<file path="src/spc_pkg.sv">
// constants and carrier types for the serial peripheral control block
package spc_pkg;

  // register word indices; byte address is four times the index
  localparam logic [5:0] SPC_IDX_CTRL = 6'h00;
  localparam logic [5:0] SPC_IDX_IRQ = 6'h01;
  localparam logic [5:0] SPC_IDX_STAT = 6'h02;
  localparam logic [5:0] SPC_IDX_CTRL2 = 6'h04;

  // reset values
  localparam logic [7:0] SPC_RST_CTRL = 8'h00;
  localparam logic [7:0] SPC_RST_IRQ = 8'h00;
  localparam logic [7:0] SPC_RST_CTRL2 = 8'h00;

  // link_control field positions
  localparam int SPC_CTRL_CLOCK_DOUBLE = 7;
  localparam int SPC_CTRL_EN = 6;
  localparam int SPC_CTRL_DATA_ORDER_LSB_FIRST = 5;
  localparam int SPC_CTRL_MASTER = 4;
  localparam int SPC_CTRL_MODE_LO = 2;
  localparam int SPC_CTRL_PRE_LO = 0;

  // irq_control field positions
  localparam int SPC_IRQ_RXC = 7;
  localparam int SPC_IRQ_TXC = 6;
  localparam int SPC_IRQ_DRE = 5;
  localparam int SPC_IRQ_SS = 4;
  localparam int SPC_IRQ_LVL_LO = 0;

  // link_status field positions
  localparam int SPC_ST_B7 = 7;
  localparam int SPC_ST_B6 = 6;
  localparam int SPC_ST_DRE = 5;
  localparam int SPC_ST_SS = 4;
  localparam int SPC_ST_OVF = 0;

  // second control register field positions
  localparam int SPC_C2_BUF_LO = 6;
  localparam int SPC_C2_SSD = 2;

  // buffer mode codes
  localparam logic [1:0] SPC_BUF_OFF = 2'h0;
  localparam logic [1:0] SPC_BUF_RSVD = 2'h1;

  // sck half periods in clk cycles, normal and doubled
  localparam logic [6:0] SPC_HALF_N0 = 7'h02;
  localparam logic [6:0] SPC_HALF_N1 = 7'h08;
  localparam logic [6:0] SPC_HALF_N2 = 7'h20;
  localparam logic [6:0] SPC_HALF_N3 = 7'h40;
  localparam logic [6:0] SPC_HALF_D0 = 7'h01;
  localparam logic [6:0] SPC_HALF_D1 = 7'h04;
  localparam logic [6:0] SPC_HALF_D2 = 7'h10;
  localparam logic [6:0] SPC_HALF_D3 = 7'h20;

  // axi responses
  localparam logic [1:0] SPC_RESP_OK = 2'h0;
  localparam logic [1:0] SPC_RESP_ERR = 2'h2;

  // axi4-lite master to slave
  typedef struct packed {
    logic awvalid;
    logic [7:0] awaddr;
    logic wvalid;
    logic [31:0] wdata;
    logic [3:0] wstrb;
    logic bready;
    logic arvalid;
    logic [7:0] araddr;
    logic rready;
  } spc_axi_req_s;

  // axi4-lite slave to master
  typedef struct packed {
    logic awready;
    logic wready;
    logic bvalid;
    logic [1:0] bresp;
    logic arready;
    logic rvalid;
    logic [31:0] rdata;
    logic [1:0] rresp;
  } spc_axi_rsp_s;

endpackage

</file>
<file path="src/spc_ctrl.sv">
// serial peripheral control, rate, interrupt and dma request logic
//
// Overview of operation
// RL1 - four interrupt sources merge into one request, level enables it
// RL2 - slave raises dma triggers on received byte and on transmit emptied
// RL3 - receive and transmit dma triggers are separate outputs
// RL4 - clock_double doubles master serial clock rate
// RL5 - nothing serial happens unless enable bit is set
// RL6 - data_order_lsb_first selects lsb first, else msb first
// RL7 - master select bit chooses master or slave operation
// RL8 - select pin driven low as input clears master select bit
// RL9 - mode field sets clock phase and polarity
// RL10 - idle clock low for rising leading edge, high for falling
// RL11 - prescaler divides by 4, 16, 64, 128 without doubling
// RL12 - prescaler divides by 2, 8, 32, 64 with doubling
// RL13 - prescaler has no effect in slave operation
// RL14 - unbuffered: irq_level enables transfer_flag interrupt, 7:2 read only
// RL15 - buffered: rx_complete_irq_en gates rx_complete_flag
// RL16 - buffered: tx_complete_irq_en gates tx_complete_flag
// RL17 - buffered: tx_empty_irq_en gates tx_empty_flag
// RL18 - buffered: select_loss_irq_en gates select_loss_flag
// RL19 - software writes zero to reserved interrupt control bits
// RL20 - transfer_flag set on byte done, cleared by vector or read-access pair
// RL21 - buffer_mode_sel picks unbuffered, reserved, buffered one or two
// RL22 - rx_complete_flag follows unread data, write one clears it
// RL23 - select_loss_flag set on forced slave unless select pin disabled
// RL24 - request high when level nonzero and an enabled flag is set
`timescale 1ns/10ps
`default_nettype none
module spc_ctrl
  import spc_pkg::*;
(
  // clock and reset
  input wire logic clk_in,
  input wire logic rst_in,
  // register bus
  input wire spc_axi_req_s axi_req_in,
  output var spc_axi_rsp_s axi_rsp_out,
  // shift engine events, same clock
  input wire logic byte_done_in,
  input wire logic tx_done_in,
  input wire logic wr_collision_in,
  input wire logic rx_overrun_in,
  input wire logic rx_unread_in,
  input wire logic tx_buf_empty_in,
  input wire logic data_access_in,
  input wire logic shift_active_in,
  // interrupt controller
  input wire logic vector_ack_in,
  // slave select pin
  input wire logic select_n_in,
  input wire logic select_is_input_in,
  // serial format to shift engine
  output logic enable_out,
  output logic master_out,
  output logic lsb_first_out,
  output logic [1:0] mode_out,
  output logic sck_out,
  output logic sck_edge_out,
  // requests
  output logic irq_out,
  output logic [1:0] irq_level_out,
  output logic dma_rx_trig_out,
  output logic dma_tx_trig_out
);

  logic [7:0] ctrl_ff;
  logic [7:0] irqc_ff;
  logic [7:0] ctrl2_ff;
  logic xfer_flag_ff, wcol_flag_ff, arm_ff;
  logic rxc_flag_ff, txc_flag_ff, dre_flag_ff, ssl_flag_ff, ovf_flag_ff;
  logic sel_meta_ff, sel_sync_ff;
  logic dre_prev_ff;
  logic irq_ff, dma_rx_ff, dma_tx_ff;
  logic aw_got_ff, w_got_ff;
  logic [5:0] aw_idx_ff;
  logic [7:0] wdata_ff;
  logic wstrb0_ff;
  spc_axi_rsp_s rsp_ff;
  logic [6:0] half;
  logic buffered, slave_on, sel_lost, do_wr, ar_take, st_read;
  logic [7:0] st_val, rd_val;
  logic rd_ok, sck_run, any_src;

  // decoded controls
  assign buffered = ctrl2_ff[SPC_C2_BUF_LO +: 2] != SPC_BUF_OFF; // RL21
  assign slave_on = ctrl_ff[SPC_CTRL_EN] & ~ctrl_ff[SPC_CTRL_MASTER];
  assign sel_lost = ctrl_ff[SPC_CTRL_EN] & ctrl_ff[SPC_CTRL_MASTER] &
    select_is_input_in & ~sel_sync_ff & ~ctrl2_ff[SPC_C2_SSD]; // RL8
  assign do_wr = aw_got_ff & w_got_ff & ~rsp_ff.bvalid;
  assign ar_take = axi_req_in.arvalid & rsp_ff.arready;
  assign st_read = ar_take && axi_req_in.araddr[7:2] == SPC_IDX_STAT &&
    axi_req_in.araddr[1:0] == 2'h0;
  assign sck_run = ctrl_ff[SPC_CTRL_EN] & ctrl_ff[SPC_CTRL_MASTER] &
    shift_active_in; // RL5 RL13

  // two stage synchroniser for the select pin
  always_ff @(posedge clk_in or posedge rst_in) begin
    if (rst_in) begin
      sel_meta_ff <= 1'b1;
      sel_sync_ff <= 1'b1;
    end else begin
      sel_meta_ff <= select_n_in;
      sel_sync_ff <= sel_meta_ff;
    end
  end

  // prescaler half period select
  always_comb begin
    case ({ctrl_ff[SPC_CTRL_CLOCK_DOUBLE], ctrl_ff[SPC_CTRL_PRE_LO +: 2]})
      3'h0: half = SPC_HALF_N0; // RL11
      3'h1: half = SPC_HALF_N1; // RL11
      3'h2: half = SPC_HALF_N2; // RL11
      3'h3: half = SPC_HALF_N3; // RL11
      3'h4: half = SPC_HALF_D0; // RL4 RL12
      3'h5: half = SPC_HALF_D1; // RL12
      3'h6: half = SPC_HALF_D2; // RL12
      default: half = SPC_HALF_D3; // RL12
    endcase
  end

  // serial clock, idle level from mode high bit
  spc_sck_gen u_sck (
    .clk_in(clk_in),
    .rst_in(rst_in),
    .run_in(sck_run),
    .idle_high_in(ctrl_ff[SPC_CTRL_MODE_LO + 1]), // RL9 RL10
    .half_in(half),
    .sck_out(sck_out),
    .edge_out(sck_edge_out)
  );

  // write address and data capture, either order
  always_ff @(posedge clk_in or posedge rst_in) begin
    if (rst_in) begin
      aw_got_ff <= 1'b0;
      w_got_ff <= 1'b0;
      aw_idx_ff <= 6'h00;
      wdata_ff <= 8'h00;
      wstrb0_ff <= 1'b0;
    end else begin
      if (axi_req_in.awvalid && rsp_ff.awready) begin
        aw_got_ff <= 1'b1;
        aw_idx_ff <= axi_req_in.awaddr[7:2];
      end else if (do_wr) begin
        aw_got_ff <= 1'b0;
      end
      if (axi_req_in.wvalid && rsp_ff.wready) begin
        w_got_ff <= 1'b1;
        wdata_ff <= axi_req_in.wdata[7:0];
        wstrb0_ff <= axi_req_in.wstrb[0];
      end else if (do_wr) begin
        w_got_ff <= 1'b0;
      end
    end
  end

  // read mux
  always_comb begin
    st_val = 8'h00;
    if (buffered) begin
      st_val[SPC_ST_B7] = rxc_flag_ff;
      st_val[SPC_ST_B6] = txc_flag_ff;
      st_val[SPC_ST_DRE] = dre_flag_ff;
      st_val[SPC_ST_SS] = ssl_flag_ff;
      st_val[SPC_ST_OVF] = ovf_flag_ff;
    end else begin
      st_val[SPC_ST_B7] = xfer_flag_ff;
      st_val[SPC_ST_B6] = wcol_flag_ff;
    end
    rd_ok = 1'b1;
    case (axi_req_in.araddr[7:2])
      SPC_IDX_CTRL: rd_val = ctrl_ff;
      SPC_IDX_IRQ: rd_val = irqc_ff;
      SPC_IDX_STAT: rd_val = st_val;
      SPC_IDX_CTRL2: rd_val = ctrl2_ff;
      default: begin
        rd_val = 8'h00;
        rd_ok = 1'b0;
      end
    endcase
  end

  // bus response channels
  always_ff @(posedge clk_in or posedge rst_in) begin
    if (rst_in) begin
      rsp_ff <= '0;
    end else begin
      rsp_ff.awready <= ~aw_got_ff &
        ~(axi_req_in.awvalid & rsp_ff.awready);
      rsp_ff.wready <= ~w_got_ff & ~(axi_req_in.wvalid & rsp_ff.wready);
      if (do_wr) begin
        rsp_ff.bvalid <= 1'b1;
        rsp_ff.bresp <= (aw_idx_ff == SPC_IDX_CTRL ||
          aw_idx_ff == SPC_IDX_IRQ || aw_idx_ff == SPC_IDX_STAT ||
          aw_idx_ff == SPC_IDX_CTRL2) ? SPC_RESP_OK : SPC_RESP_ERR;
      end else if (axi_req_in.bready) begin
        rsp_ff.bvalid <= 1'b0;
      end
      if (ar_take) begin
        rsp_ff.arready <= 1'b0;
        rsp_ff.rvalid <= 1'b1;
        rsp_ff.rdata <= {24'h000000, rd_val};
        rsp_ff.rresp <= rd_ok ? SPC_RESP_OK : SPC_RESP_ERR;
      end else if (rsp_ff.rvalid && axi_req_in.rready) begin
        rsp_ff.rvalid <= 1'b0;
        rsp_ff.arready <= 1'b1;
      end else if (!rsp_ff.rvalid) begin
        rsp_ff.arready <= 1'b1;
      end
    end
  end

  // control registers, master bit dropped on select loss
  always_ff @(posedge clk_in or posedge rst_in) begin
    if (rst_in) begin
      ctrl_ff <= SPC_RST_CTRL;
      irqc_ff <= SPC_RST_IRQ;
      ctrl2_ff <= SPC_RST_CTRL2;
    end else begin
      if (do_wr && wstrb0_ff) begin
        case (aw_idx_ff)
          SPC_IDX_CTRL: ctrl_ff <= wdata_ff; // RL5 RL6 RL7 RL9
          // upper enables writable only in buffered modes
          SPC_IDX_IRQ: irqc_ff <= buffered ? {wdata_ff[7:4], 2'h0,
            wdata_ff[1:0]} : {6'h00, wdata_ff[1:0]}; // RL14 RL19
          SPC_IDX_CTRL2: ctrl2_ff <= {wdata_ff[7:6], 3'h0,
            wdata_ff[2], 2'h0};
          default: ;
        endcase
      end
      if (sel_lost) begin
        ctrl_ff[SPC_CTRL_MASTER] <= 1'b0; // RL8
      end
    end
  end

  // unbuffered flags; status read arms the data access clear
  always_ff @(posedge clk_in or posedge rst_in) begin
    if (rst_in) begin
      xfer_flag_ff <= 1'b0;
      wcol_flag_ff <= 1'b0;
      arm_ff <= 1'b0;
    end else begin
      if (st_read) begin
        arm_ff <= xfer_flag_ff | wcol_flag_ff;
      end else if (data_access_in) begin
        arm_ff <= 1'b0;
      end
      if ((ctrl_ff[SPC_CTRL_EN] & byte_done_in) | sel_lost) begin
        xfer_flag_ff <= 1'b1; // RL20
      end else if (vector_ack_in | (arm_ff & data_access_in)) begin
        xfer_flag_ff <= 1'b0; // RL20
      end
      if (ctrl_ff[SPC_CTRL_EN] & wr_collision_in) begin
        wcol_flag_ff <= 1'b1;
      end else if (arm_ff & data_access_in) begin
        wcol_flag_ff <= 1'b0;
      end
    end
  end

  // buffered flags, set wins over write-one clear
  always_ff @(posedge clk_in or posedge rst_in) begin
    if (rst_in) begin
      rxc_flag_ff <= 1'b0;
      txc_flag_ff <= 1'b0;
      dre_flag_ff <= 1'b0;
      ssl_flag_ff <= 1'b0;
      ovf_flag_ff <= 1'b0;
    end else begin
      if (ctrl_ff[SPC_CTRL_EN] & byte_done_in & rx_unread_in) begin
        rxc_flag_ff <= 1'b1; // RL22
      end else if (!rx_unread_in || (do_wr && wstrb0_ff &&
          aw_idx_ff == SPC_IDX_STAT && wdata_ff[SPC_ST_B7])) begin
        rxc_flag_ff <= 1'b0; // RL22
      end
      if (ctrl_ff[SPC_CTRL_EN] & tx_done_in) begin
        txc_flag_ff <= 1'b1;
      end else if (do_wr && wstrb0_ff && aw_idx_ff == SPC_IDX_STAT &&
          wdata_ff[SPC_ST_B6]) begin
        txc_flag_ff <= 1'b0;
      end
      dre_flag_ff <= tx_buf_empty_in;
      if (sel_lost) begin
        ssl_flag_ff <= 1'b1; // RL23
      end else if (do_wr && wstrb0_ff && aw_idx_ff == SPC_IDX_STAT &&
          wdata_ff[SPC_ST_SS]) begin
        ssl_flag_ff <= 1'b0; // RL23
      end
      if (rx_overrun_in) begin
        ovf_flag_ff <= 1'b1;
      end else if (data_access_in) begin
        ovf_flag_ff <= 1'b0;
      end
    end
  end

  // combined interrupt request
  always_comb begin
    if (buffered) begin
      any_src = (irqc_ff[SPC_IRQ_RXC] & rxc_flag_ff) | // RL15
        (irqc_ff[SPC_IRQ_TXC] & txc_flag_ff) | // RL16
        (irqc_ff[SPC_IRQ_DRE] & dre_flag_ff) | // RL17
        (irqc_ff[SPC_IRQ_SS] & ssl_flag_ff); // RL18
    end else begin
      any_src = xfer_flag_ff; // RL14
    end
  end

  always_ff @(posedge clk_in or posedge rst_in) begin
    if (rst_in) begin
      irq_ff <= 1'b0;
    end else begin
      irq_ff <= (irqc_ff[SPC_IRQ_LVL_LO +: 2] != 2'h0) & any_src; // RL1 RL24
    end
  end

  // slave dma trigger pulses, separate for receive and transmit
  always_ff @(posedge clk_in or posedge rst_in) begin
    if (rst_in) begin
      dre_prev_ff <= 1'b1; // empty after reset, no false edge
      dma_rx_ff <= 1'b0;
      dma_tx_ff <= 1'b0;
    end else begin
      dre_prev_ff <= tx_buf_empty_in;
      dma_rx_ff <= slave_on & byte_done_in; // RL2 RL3
      dma_tx_ff <= slave_on & (buffered ?
        (tx_buf_empty_in & ~dre_prev_ff) : byte_done_in); // RL2 RL3
    end
  end

  // outputs
  assign axi_rsp_out = rsp_ff;
  assign enable_out = ctrl_ff[SPC_CTRL_EN]; // RL5
  assign master_out = ctrl_ff[SPC_CTRL_MASTER]; // RL7
  assign lsb_first_out = ctrl_ff[SPC_CTRL_DATA_ORDER_LSB_FIRST]; // RL6
  assign mode_out = ctrl_ff[SPC_CTRL_MODE_LO +: 2]; // RL9
  assign irq_out = irq_ff;
  assign irq_level_out = irqc_ff[SPC_IRQ_LVL_LO +: 2];
  assign dma_rx_trig_out = dma_rx_ff;
  assign dma_tx_trig_out = dma_tx_ff;

  // helper: cycles since last serial clock toggle
  logic [6:0] tog_cnt_ff;
  always_ff @(posedge clk_in or posedge rst_in) begin
    if (rst_in) begin
      tog_cnt_ff <= 7'h00;
    end else if (!sck_run) begin
      tog_cnt_ff <= 7'h00;
    end else if (sck_edge_out) begin
      tog_cnt_ff <= 7'h01;
    end else begin
      tog_cnt_ff <= tog_cnt_ff + 7'h01;
    end
  end
endmodule
`default_nettype wire

</file>
<file path="src/spc_sck_gen.sv">
// master serial clock generator with idle level and rate select
`timescale 1ns/10ps
`default_nettype none
module spc_sck_gen
  import spc_pkg::*;
(
  // clock and reset
  input wire logic clk_in,
  input wire logic rst_in,
  // control
  input wire logic run_in,
  input wire logic idle_high_in,
  input wire logic [6:0] half_in,
  // serial clock
  output logic sck_out,
  output logic edge_out
);

  logic [6:0] cnt_ff;
  logic sck_ff;
  logic edge_ff;

  // half period counter, idle level held while stopped
  always_ff @(posedge clk_in or posedge rst_in) begin
    if (rst_in) begin
      cnt_ff <= 7'h00;
      sck_ff <= 1'b0;
      edge_ff <= 1'b0;
    end else if (!run_in) begin
      cnt_ff <= 7'h00;
      sck_ff <= idle_high_in; // RL10
      edge_ff <= 1'b0;
    end else if (cnt_ff == half_in - 7'h01) begin
      cnt_ff <= 7'h00;
      sck_ff <= ~sck_ff;
      edge_ff <= 1'b1;
    end else begin
      cnt_ff <= cnt_ff + 7'h01;
      edge_ff <= 1'b0;
    end
  end

  assign sck_out = sck_ff;
  assign edge_out = edge_ff;

endmodule
`default_nettype wire

</file>
<file path="config.mk">
export PLATFORM = sky130hd
export DESIGN_NAME = spc_ctrl
export DESIGN_NICKNAME = d
export VERILOG_FILES = /design/src/spc_pkg.sv /design/src/spc_ctrl.sv /design/src/spc_sck_gen.sv
export SDC_FILE = /design/constraint.sdc
export NUM_CORES = 1
export LEC_CHECK = 0
export BUFFER_PORTS_ARGS = -buffer_cell sky130_fd_sc_hd__buf_2
export CAP_MARGIN = 10
export CORE_ASPECT_RATIO = 0.6
export CORE_UTILIZATION = 25
export DETAILED_ROUTE_END_ITERATION = 10
export PLACE_DENSITY = 0.54
export SYNTH_ARGS = -nofsm -noshare
export SYNTH_HDL_FRONTEND = slang
export SYNTH_SLANG_ARGS = --single-unit
</file>
<file path="constraint.sdc">
create_clock -name clk_in -period 2.7 [get_ports clk_in]
set_clock_uncertainty 0.05 [all_clocks]
set_input_delay 0.135 -clock clk_in [delete_from_list [all_inputs] [get_ports clk_in]]
set_output_delay 0.135 -clock clk_in [all_outputs]
set_load 0.02 [all_outputs]
</file>
# Word level (Yosys, flattened, before mapping)
# Cells that the tools add are included.
[word_totals] n_memories=0 romBits=0 latchBits=0 inputBits=70 wordCells=173 mem_bits_rw=0 output_inout_bits=53 register_bits=76
[classes] bitwise_logic=42 muxes=42 n_div=0 add_sub_neg=2 n_mul=0 n_reduce_logical=39 n_shift=0 magnitude_cmp=0 eq_ne=14
[ops] operator="$pmux W7 S6" count=1
[ops] operator="$pmux W8 S4" count=1
[ops] operator="$mux W1" count=30
[ops] operator="$reduce_bool A2 Y1" count=15
[ops] operator="$and A1 B1 Y1" count=26
[ops] operator="$mux W7" count=2
[ops] operator="$eq A6 B1 Y1 const B" count=2
[ops] operator="$eq A6 B2 Y1 const B" count=2
[ops] operator="$eq A6 B3 Y1 const B" count=2
[ops] operator="$logic_not A6 Y1" count=2
[ops] operator="$logic_and A1 B1 Y1" count=10
[ops] operator="$mux W2" count=5
[ops] operator="$mux W5" count=2
[ops] operator="$not A1 Y1" count=10
[ops] operator="$eq A3 B3 Y1 const B" count=3
[ops] operator="$mux W8" count=1
[ops] operator="$reduce_and A2 Y1" count=4
[ops] operator="$add A7 B1 Y7 const B" count=1
[ops] operator="$eq A7 B7 Y1" count=1
[ops] operator="$sub A7 B1 Y7 const B" count=1
[ops] operator="$or A1 B1 Y1" count=6
[ops] operator="$logic_or A1 B1 Y1" count=4
[ops] operator="$reduce_or A4 Y1" count=1
[ops] operator="$eq A3 B1 Y1 const B" count=1
[ops] operator="other kinds (6)" count=6

# Logic depth before layout (Yosys ltp)
# Gate-level depths: netlist (run 1).
[depth] word_depth=8 ltp_mapped=9 ltp_nobuf=7

# Cells and area by module
# Synthesis (run 1) repeated with hierarchy kept, for this count alone.
[hier_totals] cells_unflattened=326 hier_area_um2=3579.7
[by_module_without_submodules] module="spc_ctrl" n_inst=1 cells_per_inst=263 area_per_inst_um2=2980.4 seq_area_each_um2=1580.3
[by_module_without_submodules] module="spc_sck_gen" n_inst=1 cells_per_inst=63 area_per_inst_um2=599.3 seq_area_each_um2=225.2

# Least setup slack after synthesis (run 1)
# No wires, ideal clock.
[synth_timing] path_kind="reg2reg" startpoint="register ctrl_ff[1]" endpoint="register u_sck.edge_ff (netlist: u_sck.edge_out)" arrival_time_ns=2.509 path_slack_ns=0.074 period_less_slack_ns=2.626 setup_time_ns=0.067 required_ns=2.583 stages_incl_launch_ff=10 path_buffers=2 cell_sequence="dfrtp_1 -> clkbuf_1 -> or3b_2 -> ha_1 -> clkbuf_1 -> nor4bb_1 -> a31oi_1 -> and3_1 -> nor4_4 -> and2_1"
[synth_between] elab_chain_cells=6 elab_cells_between_ends=11 classes_between="add/sub: 1; eq/ne: 6; mux: 3; reduce/logical: 1"
[synth_lines] item="from (decl)" line="spc_ctrl.sv:67" text="logic [7:0] ctrl_ff;"
[synth_lines] item="from (signal assigned)" line="spc_ctrl.sv:223" text="SPC_IDX_CTRL: ctrl_ff <= wdata_ff;"
[synth_lines] item="$eq A3 B3 Y1 (tied with other cells)" line="spc_ctrl.sv:110" text="case ({ctrl_ff[SPC_CTRL_CLOCK_DOUBLE], ctrl_ff[SPC_CTRL_PRE_LO +: 2]})"
[synth_lines] item="$pmux W7 S6 (*)" line="spc_ctrl.sv:110"
[synth_lines] item="$sub A7 B1 Y7 (*)" line="spc_sck_gen.sv:33" text="end else if (cnt_ff == half_in - 7'h01) begin"
[synth_lines] item="$eq A7 B7 Y1 (*)" line="spc_sck_gen.sv:33"
[synth_lines] item="$mux W1 (*)" line="spc_sck_gen.sv:33"
[synth_lines] item="$mux W1 (*)" line="spc_sck_gen.sv:29" text="end else if (!run_in) begin"
[synth_lines] item="to (signal assigned)" line="spc_sck_gen.sv:28" text="edge_ff <= 1'b0;"
[synth_lines] item="to (signal assigned)" line="spc_sck_gen.sv:32" text="edge_ff <= 1'b0;"
[synth_lines] item="to (signal assigned)" line="spc_sck_gen.sv:36" text="edge_ff <= 1'b1;"
[synth_lines] item="to (decl)" line="spc_sck_gen.sv:21" text="logic edge_ff;"
# Every way passes the cells marked *; elsewhere a longest branch is shown, timed or not.
# A chain may end at the register's enable or synchronous reset.

# Worst setup path after layout (run 1)
[layout_timing] startpoint="register ctrl_ff[1]" endpoint="register u_sck.cnt_ff[5]"
[layout_between] elab_chain_cells=6 elab_cells_between_ends=11 classes_between="add/sub: 1; eq/ne: 6; mux: 3; reduce/logical: 1"
[layout_lines] item="$eq A3 B3 Y1 (tied with other cells)" line="spc_ctrl.sv:110"
[layout_lines] item="$pmux W7 S6 (*)" line="spc_ctrl.sv:110"
[layout_lines] item="$sub A7 B1 Y7 (*)" line="spc_sck_gen.sv:33"
[layout_lines] item="$eq A7 B7 Y1 (*)" line="spc_sck_gen.sv:33"
[layout_lines] item="$mux W7 (*)" line="spc_sck_gen.sv:33"
[layout_lines] item="$mux W7 (*)" line="spc_sck_gen.sv:29"
[layout_lines] item="to (signal assigned)" line="spc_sck_gen.sv:38" text="cnt_ff <= cnt_ff + 7'h01;"
[layout_lines] item="to (decl)" line="spc_sck_gen.sv:19" text="logic [6:0] cnt_ff;"
# Marks and branches as above.

==> qor.csv, run 1 <==
metric,value,unit
Reg2Reg Depth,8,
Yosys reg bits,72,
latest clock arrival within the worst-skew pair,0.33,ns
Slew Limit Fails,0,
ys async rst share,100,%
Nets,491,
Critical R2R Capture,u_sck.cnt_ff[5],
H-tree depth,3,
crit path capture,u_sck.cnt_ff[5],
CP Capture Type,flip-flop,
R2R Path Start,ctrl_ff[1],
Post-Place Worst Slack,0.0904,ns
vias in the first global route,2600,
clock slew at reported path FFs,0.06,ns
number of max-cap violations,0,
crit start category,flip-flop,
fillcell total,1380,
simple-gate share of the synthesized area,15.4,%
Compound-Gate Fraction of Synth Area,11.7,%
layout cell share with drive strength beyond 1,32.3,%
Post-synth EDFFs,0,
Routed WL,8.89,mm
Yosys cell types,53,
min Tclk post-route,2.59,ns
Mapped Cells,316,
average footprint of a synthesized cell,11.1,um^2
Min-Delay Path Class,in -> reg,
root buf cell,clkbuf_16,
status,finished clean,
Worst path depth,8,
critical path class,reg -> reg,
antenna cells,0,
unrepaired setup endpoints after global routing,no,
final setup vio count,0,
routed vias,2693,
Post-CTS Setup Bufs,0,
final antenna-violating net count,0,
Hold Path Stages,2,
Relative slew margins,57.5,%
gpl congestion,0.859,
final period utilization,96.0,%
first-pass GRT wire length,14.0,mm
Initial Util,25.6,%
largest net degree at the start of global routing,47,
Max Root-Sink Buffers,2,
Synth Area in Adders,1.00,%
Pwr Density,942,nW/um^2
total gr overflow,0,
Pre-antenna DRT Iters,5,
Peak VDD IR,0.335,mV
Sum Neg Setup Slack,0,ns
Buffers on Ports,67,
leakage power,2.13,nW
CTS buffer count,9,
DRC,0,
crit path launch,ctrl_ff[1],
xor/xnor share of the synthesized area,2.25,%
reg2reg setup slack,0.11,ns
worst stage delay on the critical path,0.49,ns
average wire per standard cell,14.4,um
gr usage total,13.2,%
Die Y,93.6,um
Worst-Margin Slew,0.633,ns
vias per cell,4.37,
CP Buf/Inv Count,1,
Hold Fails Final Rpt,0,
initial antenna violation count,0,
largest family of logic cells by synthesized area,simple AND/OR/NAND/NOR gates,
final setup margin,0.108,ns
DP HPWL,6.63,mm
CP top delay family,simple AND/OR/NAND/NOR gates,
Hold Startpoint,wr_collision_in,
1st-iter DRT viols,166,
die footprint,14500,um^2
Synth Flop Type,dfrtp_1,
Synth Warn #,0,
sequential share of the synthesized area,51.6,%
slowest cell on the critical path,or3b_2,
Die W,155,um
Area Growth Syn to Fin,32.4,%
CP Cell Sequence,"or3b_2, ha_2, nor4bb_2, a31oi_2, and3_4, nor4_4, buf_4, nor3_1",
Sink Count,72,
Max Clk Rate,0.386,GHz
CTS tree,yes,
crit-path max FO,8,
FP Rows,33,
Core ar.,13700,um^2
post-synthesis mux area share,8.95,%
CP arrival,2.74,ns
cell area after synthesis,3500,um^2
Worst Path Required,2.85,ns
I/O pin total,123,
[Yosys cell counts (4+ instances only)]
master / number / share of area (%)
dfrtp_1: 69 / 49
buf_4: 30 / 6.4
mux2_2: 26 / 8.4
nand2_1: 24 / 2.6
inv_1: 16 / 1.7
a21oi_1: 14 / 2.0
o21ai_0: 14 / 2.0
nor2_1: 12 / 1.3
nor3_1: 10 / 1.4
nand3b_1: 7 / 1.5
xnor2_1: 7 / 1.8
a22o_1: 5 / 1.3
clkbuf_1: 5 / 0.54
a22oi_1: 4 / 0.86
nand2b_1: 4 / 0.72
nand3_1: 4 / 0.57
nor2b_1: 4 / 0.72
nor3b_1: 4 / 0.86
[worst register-to-register path: stages, from the launching register on]
cell      delay [ns]
dfrtp_1         0.43
or3b_2          0.49
ha_2            0.27
nor4bb_2        0.34
a31oi_2         0.13
and3_4          0.24
nor4_4          0.26
buf_4           0.19
nor3_1          0.07
[registers in the layout, summed over array words and instances, names as in the netlist, 3 cells and up]
name,flops
aw_idx_ff,6
irqc_ff,6
axi_rsp_out,15
ctrl_ff,8
ctrl2_ff,3
wdata_ff,8
u_sck.cnt_ff,7
[placed cells by master, fill, tap and decap left out, drive strengths merged, types with 12 or more instances in the layout]
master | netlist | routed
a21oi | 14 | 14
buf | 32 | 80
conb | 1 | 26
dfrtp | 69 | 69
dlygate4sd3 | 0 | 24
inv | 16 | 16
mux2 | 26 | 26
nand2 | 24 | 24
nor2 | 12 | 12
o21ai | 15 | 15
[how the worst min path moves through the flow]
stage / end
3_5_place_dp: axi_rsp_out[34]
4_1_cts: wcol_flag_ff
6_report: wcol_flag_ff
2_1_floorplan: dre_prev_ff
3_3_place_gp: arm_ff
5_1_grt: wcol_flag_ff
[kinds of logic (layout without fill, tap and decap cells)]
family	count (synthesis)	in the layout
simple gates	89	89
buf+inv	53	136
fa+ha+maj	3	3
compound gates	61	61
other cells	1	26
flops	72	72
xor+xnor	9	9
mux	28	28
[routing by layer]
layer	wire (um)	vias up	track usage [%]
met4	70	0	4.46
li1	-	1270	-
met3	483	5	4.17
met1	4660	1338	18.9
met5	0	-	0
met2	3670	80	18.6
[report_power, final]
part	switching (mW)	total (mW)	leakage [nW]	internal [mW]
Sequential	0.333	1.70	0.921	1.36
Clock	0.440	1.34	0.162	0.899
Combinational	0.721	1.33	1.04	0.605
Total	1.49	4.36	2.13	2.87
[what timing repair did]
item / 4_1_cts / 5_1_grt
endpoints found under the setup margin: 0 / 8
hold buffers: 24 / 0
resized for setup: 0 / 6
endpoints found under the hold margin: 50 / 0
[final cells by class]
type	instances	area, um^2	share of cell area [%]
clock buffers	10	229	4.95
clock inverters	6	108	2.32
inverters	16	60.1	1.30
multi-input cells	216	1500	32.4
flip-flops and latches	72	1810	39.0
well taps	192	240	5.19
repair buffers	104	686	14.8
[stage by stage]
stage	instance area [um^2]	util [%]	cells	power [mW]	hold slack, ns
6_report	4630	33.9	616	4.36	0.0195
5_1_grt	4630	33.9	616	4.62	0.00954
4_1_cts	4600	33.6	616	4.34	0.00913
3_5_place_dp	4020	29.4	576	2.95	0.213
3_3_place_gp	4020	29.4	576	2.90	0.190
2_1_floorplan	3590	-	341	2.54	0.0895
Power figures use the tool's default switching activity.
==> run 2, diff against run 1 <==
--- a/config.mk
+++ b/config.mk
@@ -8,9 +8,9 @@
 export BUFFER_PORTS_ARGS = -buffer_cell sky130_fd_sc_hd__buf_2
 export CAP_MARGIN = 10
 export CORE_ASPECT_RATIO = 0.6
-export CORE_UTILIZATION = 25
+export CORE_UTILIZATION = 45
 export DETAILED_ROUTE_END_ITERATION = 10
-export PLACE_DENSITY = 0.54
+export PLACE_DENSITY = 0.83
 export SYNTH_ARGS = -nofsm -noshare
 export SYNTH_HDL_FRONTEND = slang
 export SYNTH_SLANG_ARGS = --single-unit
==> run 2 against run 1 <==
  * Final area is 4.8% lower
  * Critical endpoint is now u_sck.edge_out
  * Combinational power is 4% lower
  * Worst hold slack worse by 0.014 ns
  * Non-clock buffer count is 5 lower
  * Sequential power hardly changed
  * Power is 5.1% lower
  * Largest power group unchanged
  * Sequential share of layout area is 2.0 points higher
  * Count of clock-buffer cells in the layout is 3 higher
  * Sequential cell count stayed put
  * Critical path depth stayed put
==> qor.csv, run 2 (same netlist as run 1, synthesis figures left out) <==
metric,value,unit
latest clock arrival within the worst-skew pair,0.33,ns
gpl congestion,0.830,
average wire per standard cell,16.0,um
Placed Area,3870,um^2
final antenna-violating net count,0,
root buf cell,clkbuf_16,
Tot Pwr,4.14,mW
Relative slew margins,41.5,%
total gr overflow,0,
min Tclk post-route,2.54,ns
Pwr Density,939,nW/um^2
Worst Path Required,2.92,ns
Area Growth Syn to Fin,26.0,%
vias per cell,5.23,
clock slew at reported path FFs,0.05,ns
1st-iter DRT viols,212,
final setup vio count,0,
CP Buf/Inv Count,1,
CP Cell Sequence,"or3b_2, ha_2, nor4bb_2, a31oi_1, and3_1, nor4_4, buf_4, and2_1",
final core occ,59.6,%
Routed WL,8.39,mm
number of max-cap violations,0,
max reg flops,15,
CP top delay family,simple AND/OR/NAND/NOR gates,
crit-path max FO,8,
status,finished clean,
final period utilization,94.2,%
reg2reg setup slack,0.16,ns
worst stage delay on the critical path,0.51,ns
Max Clk Rate,0.393,GHz
Peak VDD IR,0.748,mV
crit start category,flip-flop,
largest net degree at the start of global routing,73,
gr usage total,22.6,%
first-pass GRT wire length,13.6,mm
I/O pin total,123,
CTS tree,yes,
Finished Cell Area,4410,um^2
Die Y,70.3,um
Buffers on Ports,67,
Sum Neg Setup Slack,0,ns
vias in the first global route,2687,
Worst-Margin Slew,0.878,ns
antenna cells,0,
Sink Count,72,
Die W,116,um
DP HPWL,5.96,mm
Core ar.,7390,um^2
initial antenna violation count,0,
CP Capture Type,flip-flop,
most frequent cells in the layout,"dfrtp_1 (69), buf_2 (67), mux2_2 (26), conb_1 (26), nand2_1 (24)",
slowest cell on the critical path,or3b_2,
CTS buffer count,9,
unrepaired setup endpoints after global routing,no,
layout cell share with drive strength beyond 1,30.8,%
H-tree depth,3,
Hold Fails Final Rpt,0,
FP Rows,24,
Min-Delay Path Class,in -> async,
leakage power,2.08,nW
DRC,0,
Nets,486,
routed vias,2737,
critical path class,reg -> reg,
CP arrival,2.76,ns
Max Root-Sink Buffers,2,
Pre-antenna DRT Iters,4,
Reg2Reg Depth,8,
Slew Limit Fails,0,
Initial Util,47.3,%
"commonest non-fill, non-tap cell in the layout",dfrtp_1,
Worst path depth,8,
die footprint,8140,um^2
[run 2: changes by cell type in the layout (fill, tap and decap cells not counted), sizes merged]
cell	previous run	this run
buf	80	77
clkinvlp	1	0
clkbuf	10	13
bufinv	3	1
dlygate4sd3	24	22
[run 2: final timing paths]
| kind | end | start |
|---|---|---|
| min reg2reg | sel_sync_ff | sel_meta_ff |
| max reg2reg | u_sck.edge_out | ctrl_ff[0] |
| min in group clk_in | wdata_ff[7] | axi_req_in[22] |
| max | u_sck.edge_out | ctrl_ff[0] |
| min | dma_rx_trig_out | rst_in |
| max in group asynchronous | wdata_ff[7] | rst_in |
[run 2: tightest hold or removal path, delay by kind of cell]
family | cells | cell delay, ns
buffers and inverters | 3 | 0.78
[run 2: per-layer routing]
metal	vias to the layer above	wire length (um)	GRT usage, %
met3	17	774	5.47
met1	1309	3810	33.1
li1	1265	-	-
met4	0	168	10.5
met5	-	0	0
met2	146	3640	31.2
[run 2: area by class of cell]
type	count	area (um^2)
Timing Repair Buffer	99	631
Clock buffer	13	260
Clock inverter	3	40.0
Multi-Input combinational cell	216	1480
Inverter	16	60.1
Sequential cell	72	1810
Fill cell	620	2980
Tap cell	104	130
[run 2: metrics by stage]
step                      worst slack (ns)  hold WS, ns  cells
final                                0.156      0.00588    523
after detailed placement            0.0265        0.195    484
after global routing                0.0174       0.0130    523
after global placement               0.141        0.194    484
after floorplan                     0.0743       0.0895    341
after CTS                            0.101      0.00695    523
[run 2: power by group]
part           switching, mW  internal (mW)  leakage, nW
sequential             0.317           1.36        0.921
clock                  0.413          0.762        0.150
combinational          0.718          0.564         1.01
total                   1.45           2.69         2.08
[run 2: repair_timing]
| action | CTS | global route |
|---|---|---|
| endpoints found under the hold margin | 23 | 0 |
| hold buffers | 22 | 0 |
| endpoints found under the setup margin | 1 | 9 |
| setup buffers | 1 | 0 |
| resized for setup | 0 | 2 |
| pin swaps | 1 | 0 |
==> run 3, diff against run 2 <==
--- a/config.mk
+++ b/config.mk
@@ -13,4 +13,5 @@
 export PLACE_DENSITY = 0.83
 export SYNTH_ARGS = -nofsm -noshare
 export SYNTH_HDL_FRONTEND = slang
+export SYNTH_HIERARCHICAL = 1
 export SYNTH_SLANG_ARGS = --single-unit
==> run 3 against run 2 <==
  * Utilization up 0.42 points
  * Maximum frequency down 0.92%
  * Register-to-register slack worse by 0.02 ns
  * Critical path depth fell by 1
  * Critical path type unchanged
  * Critical endpoint is now u_sck/sck_out
  * Largest cell class unchanged
==> qor.csv, run 3 <==
metric,value,unit
status,finished clean,
average footprint of a synthesized cell,11.0,um^2
final core occ,60.1,%
Mapped Cells,326,
reg2reg setup slack,0.13,ns
leakage power,2.18,nW
"commonest non-fill, non-tap cell in the layout",dfrtp_1,
routed vias,2726,
Relative slew margins,47.7,%
Hold Slack,0.00737,ns
final setup vio count,0,
antenna cells,0,
most frequent cells in the layout,"dfrtp_1 (68), buf_2 (67), nand2_1 (35)",
crit-path max FO,7,
FP Rows,24,
vias per cell,5.16,
unrepaired setup endpoints after global routing,no,
Synth Flop Type,dfrtp_1,
root buf cell,clkbuf_16,
most frequent cells after synthesis,"dfrtp_1 (69), nand2_1 (35), buf_4 (31), mux2_2 (27), nor2_1 (16)",
largest net degree at the start of global routing,64,
Routed WL,8.26,mm
Area Growth Syn to Fin,25.4,%
Max Clk Rate,0.389,GHz
initial antenna violation count,0,
Post-synth EDFFs,0,
CTS buffer count,9,
die footprint,8330,um^2
Peak VDD IR,0.571,mV
CP Capture Type,flip-flop,
1st-iter DRT viols,188,
Finished Cell Area,4490,um^2
cell area after synthesis,3580,um^2
Die Y,71.1,um
gpl congestion,0.882,
Synth Warn #,6,
max reg flops,15,
ys async rst share,100,%
Core ar.,7480,um^2
Pwr Density,937,nW/um^2
CTS tree,yes,
total gr overflow,0,
CP arrival,2.79,ns
final non-filler cell total,528,
Yosys cell types,61,
Slew Limit Fails,0,
gr usage total,22.1,%
Pre-antenna DRT Iters,4,
Sum Neg Setup Slack,0,ns
Yosys reg bits,72,
min Tclk post-route,2.57,ns
DP HPWL,6.02,mm
DRC,0,
first-pass GRT wire length,13.3,mm
Placed Area,3890,um^2
layout cell share with drive strength beyond 1,30.4,%
vias in the first global route,2721,
Initial Util,47.9,%
critical path class,reg -> reg,
average wire per standard cell,15.6,um
fillcell total,636,
Max Root-Sink Buffers,2,
top-count cell post-synth,dfrtp_1,
H-tree depth,3,
DP Cell Count,489,
Die W,117,um
Buffers on Ports,67,
post-synth top area cell,dfrtp_1,
final antenna-violating net count,0,
Sink Count,72,
Min-Delay Path Class,in -> reg,
"top cells by area, synth","dfrtp_1 (48%), mux2_2 (8.5%), buf_4 (6.5%)",
number of max-cap violations,0,
latest clock arrival within the worst-skew pair,0.34,ns
crit start category,flip-flop,
Worst Path Required,2.92,ns
Worst-Margin Slew,0.785,ns
clock slew at reported path FFs,0.06,ns
Hold Fails Final Rpt,0,
sequential share of the synthesized area,50.4,%
post-synth top area share,48.2,%
I/O pin total,123,
Nets,491,
final period utilization,95.1,%
run 3: repair_timing:
action | CTS | global route
endpoints found under the setup margin | 0 | 9
hold buffers | 23 | 0
hold endpoints to repair | 32 | 0
setup buffers | 0 | 0
gates resized for setup | 0 | 5
run 3: layout make-up:
cell class,instances,area [um^2],area share [%]
multi-input cells,232,1590,35.3
flip-flops and latches,72,1810,40.2
well taps,104,130,2.90
clock inverters,5,104,2.31
inverters,13,48.8,1.09
repair buffers,91,573,12.8
clock buffers,11,243,5.41
run 3: kinds of logic (layout without fill, tap and decap cells):
kind of cell,Yosys count,count (layout),share of synthesized area [%]
flops,72,72,50.4
mux,34,34,10.5
buf+inv,47,120,8.39
compound gates,49,49,9.61
simple gates,109,109,17.4
other cells,1,26,0.105
xor+xnor,12,12,2.94
fa+ha+maj,2,2,0.699
run 3: routing by layer:
metal / vias up / track usage (%) / wire length (um)
li1: 1290 / - / -
met1: 1313 / 30.5 / 3860
met2: 115 / 32.7 / 3620
met3: 8 / 7.03 / 673
met4: 0 / 8.02 / 97
met5: - / 0 / 0
run 3: critical path, stage by stage, from the launching register on:
cell and delay, ns:
dfrtp_2 0.44, inv_1 0.10, and3_1 0.24, or3_4 0.38
o31a_1 0.27, or4_4 0.56, a2111o_1 0.38, nand3_1 0.08
run 3: where the power goes:
group / leakage [nW] / total, mW / switching, mW / internal (mW)
clock: 0.170 / 1.37 / 0.443 / 0.927
combinational: 1.09 / 1.16 / 0.617 / 0.543
sequential: 0.921 / 1.68 / 0.328 / 1.35
run 3: final timing paths:
check,startpoint,to,cells after the start
worst max-delay path,ctrl_ff[1],u_sck/sck_out,7
min in group asynchronous,rst_in,u_sck/cnt_ff[6],3
worst max register to register,ctrl_ff[1],u_sck/sck_out,7
worst min-delay path,axi_req_in[16],wdata_ff[1],2
max in group asynchronous,rst_in,ctrl_ff[1],4
worst min register to register,sel_meta_ff,sel_sync_ff,0
run 3: metrics by stage:
stage,power [mW],setup slack (ns)
after floorplan,2.48,0.327
after global placement,2.71,0.136
after detailed placement,2.78,0.0708
after CTS,4.20,0.0381
after global routing,4.43,0.0129
final,4.21,0.132
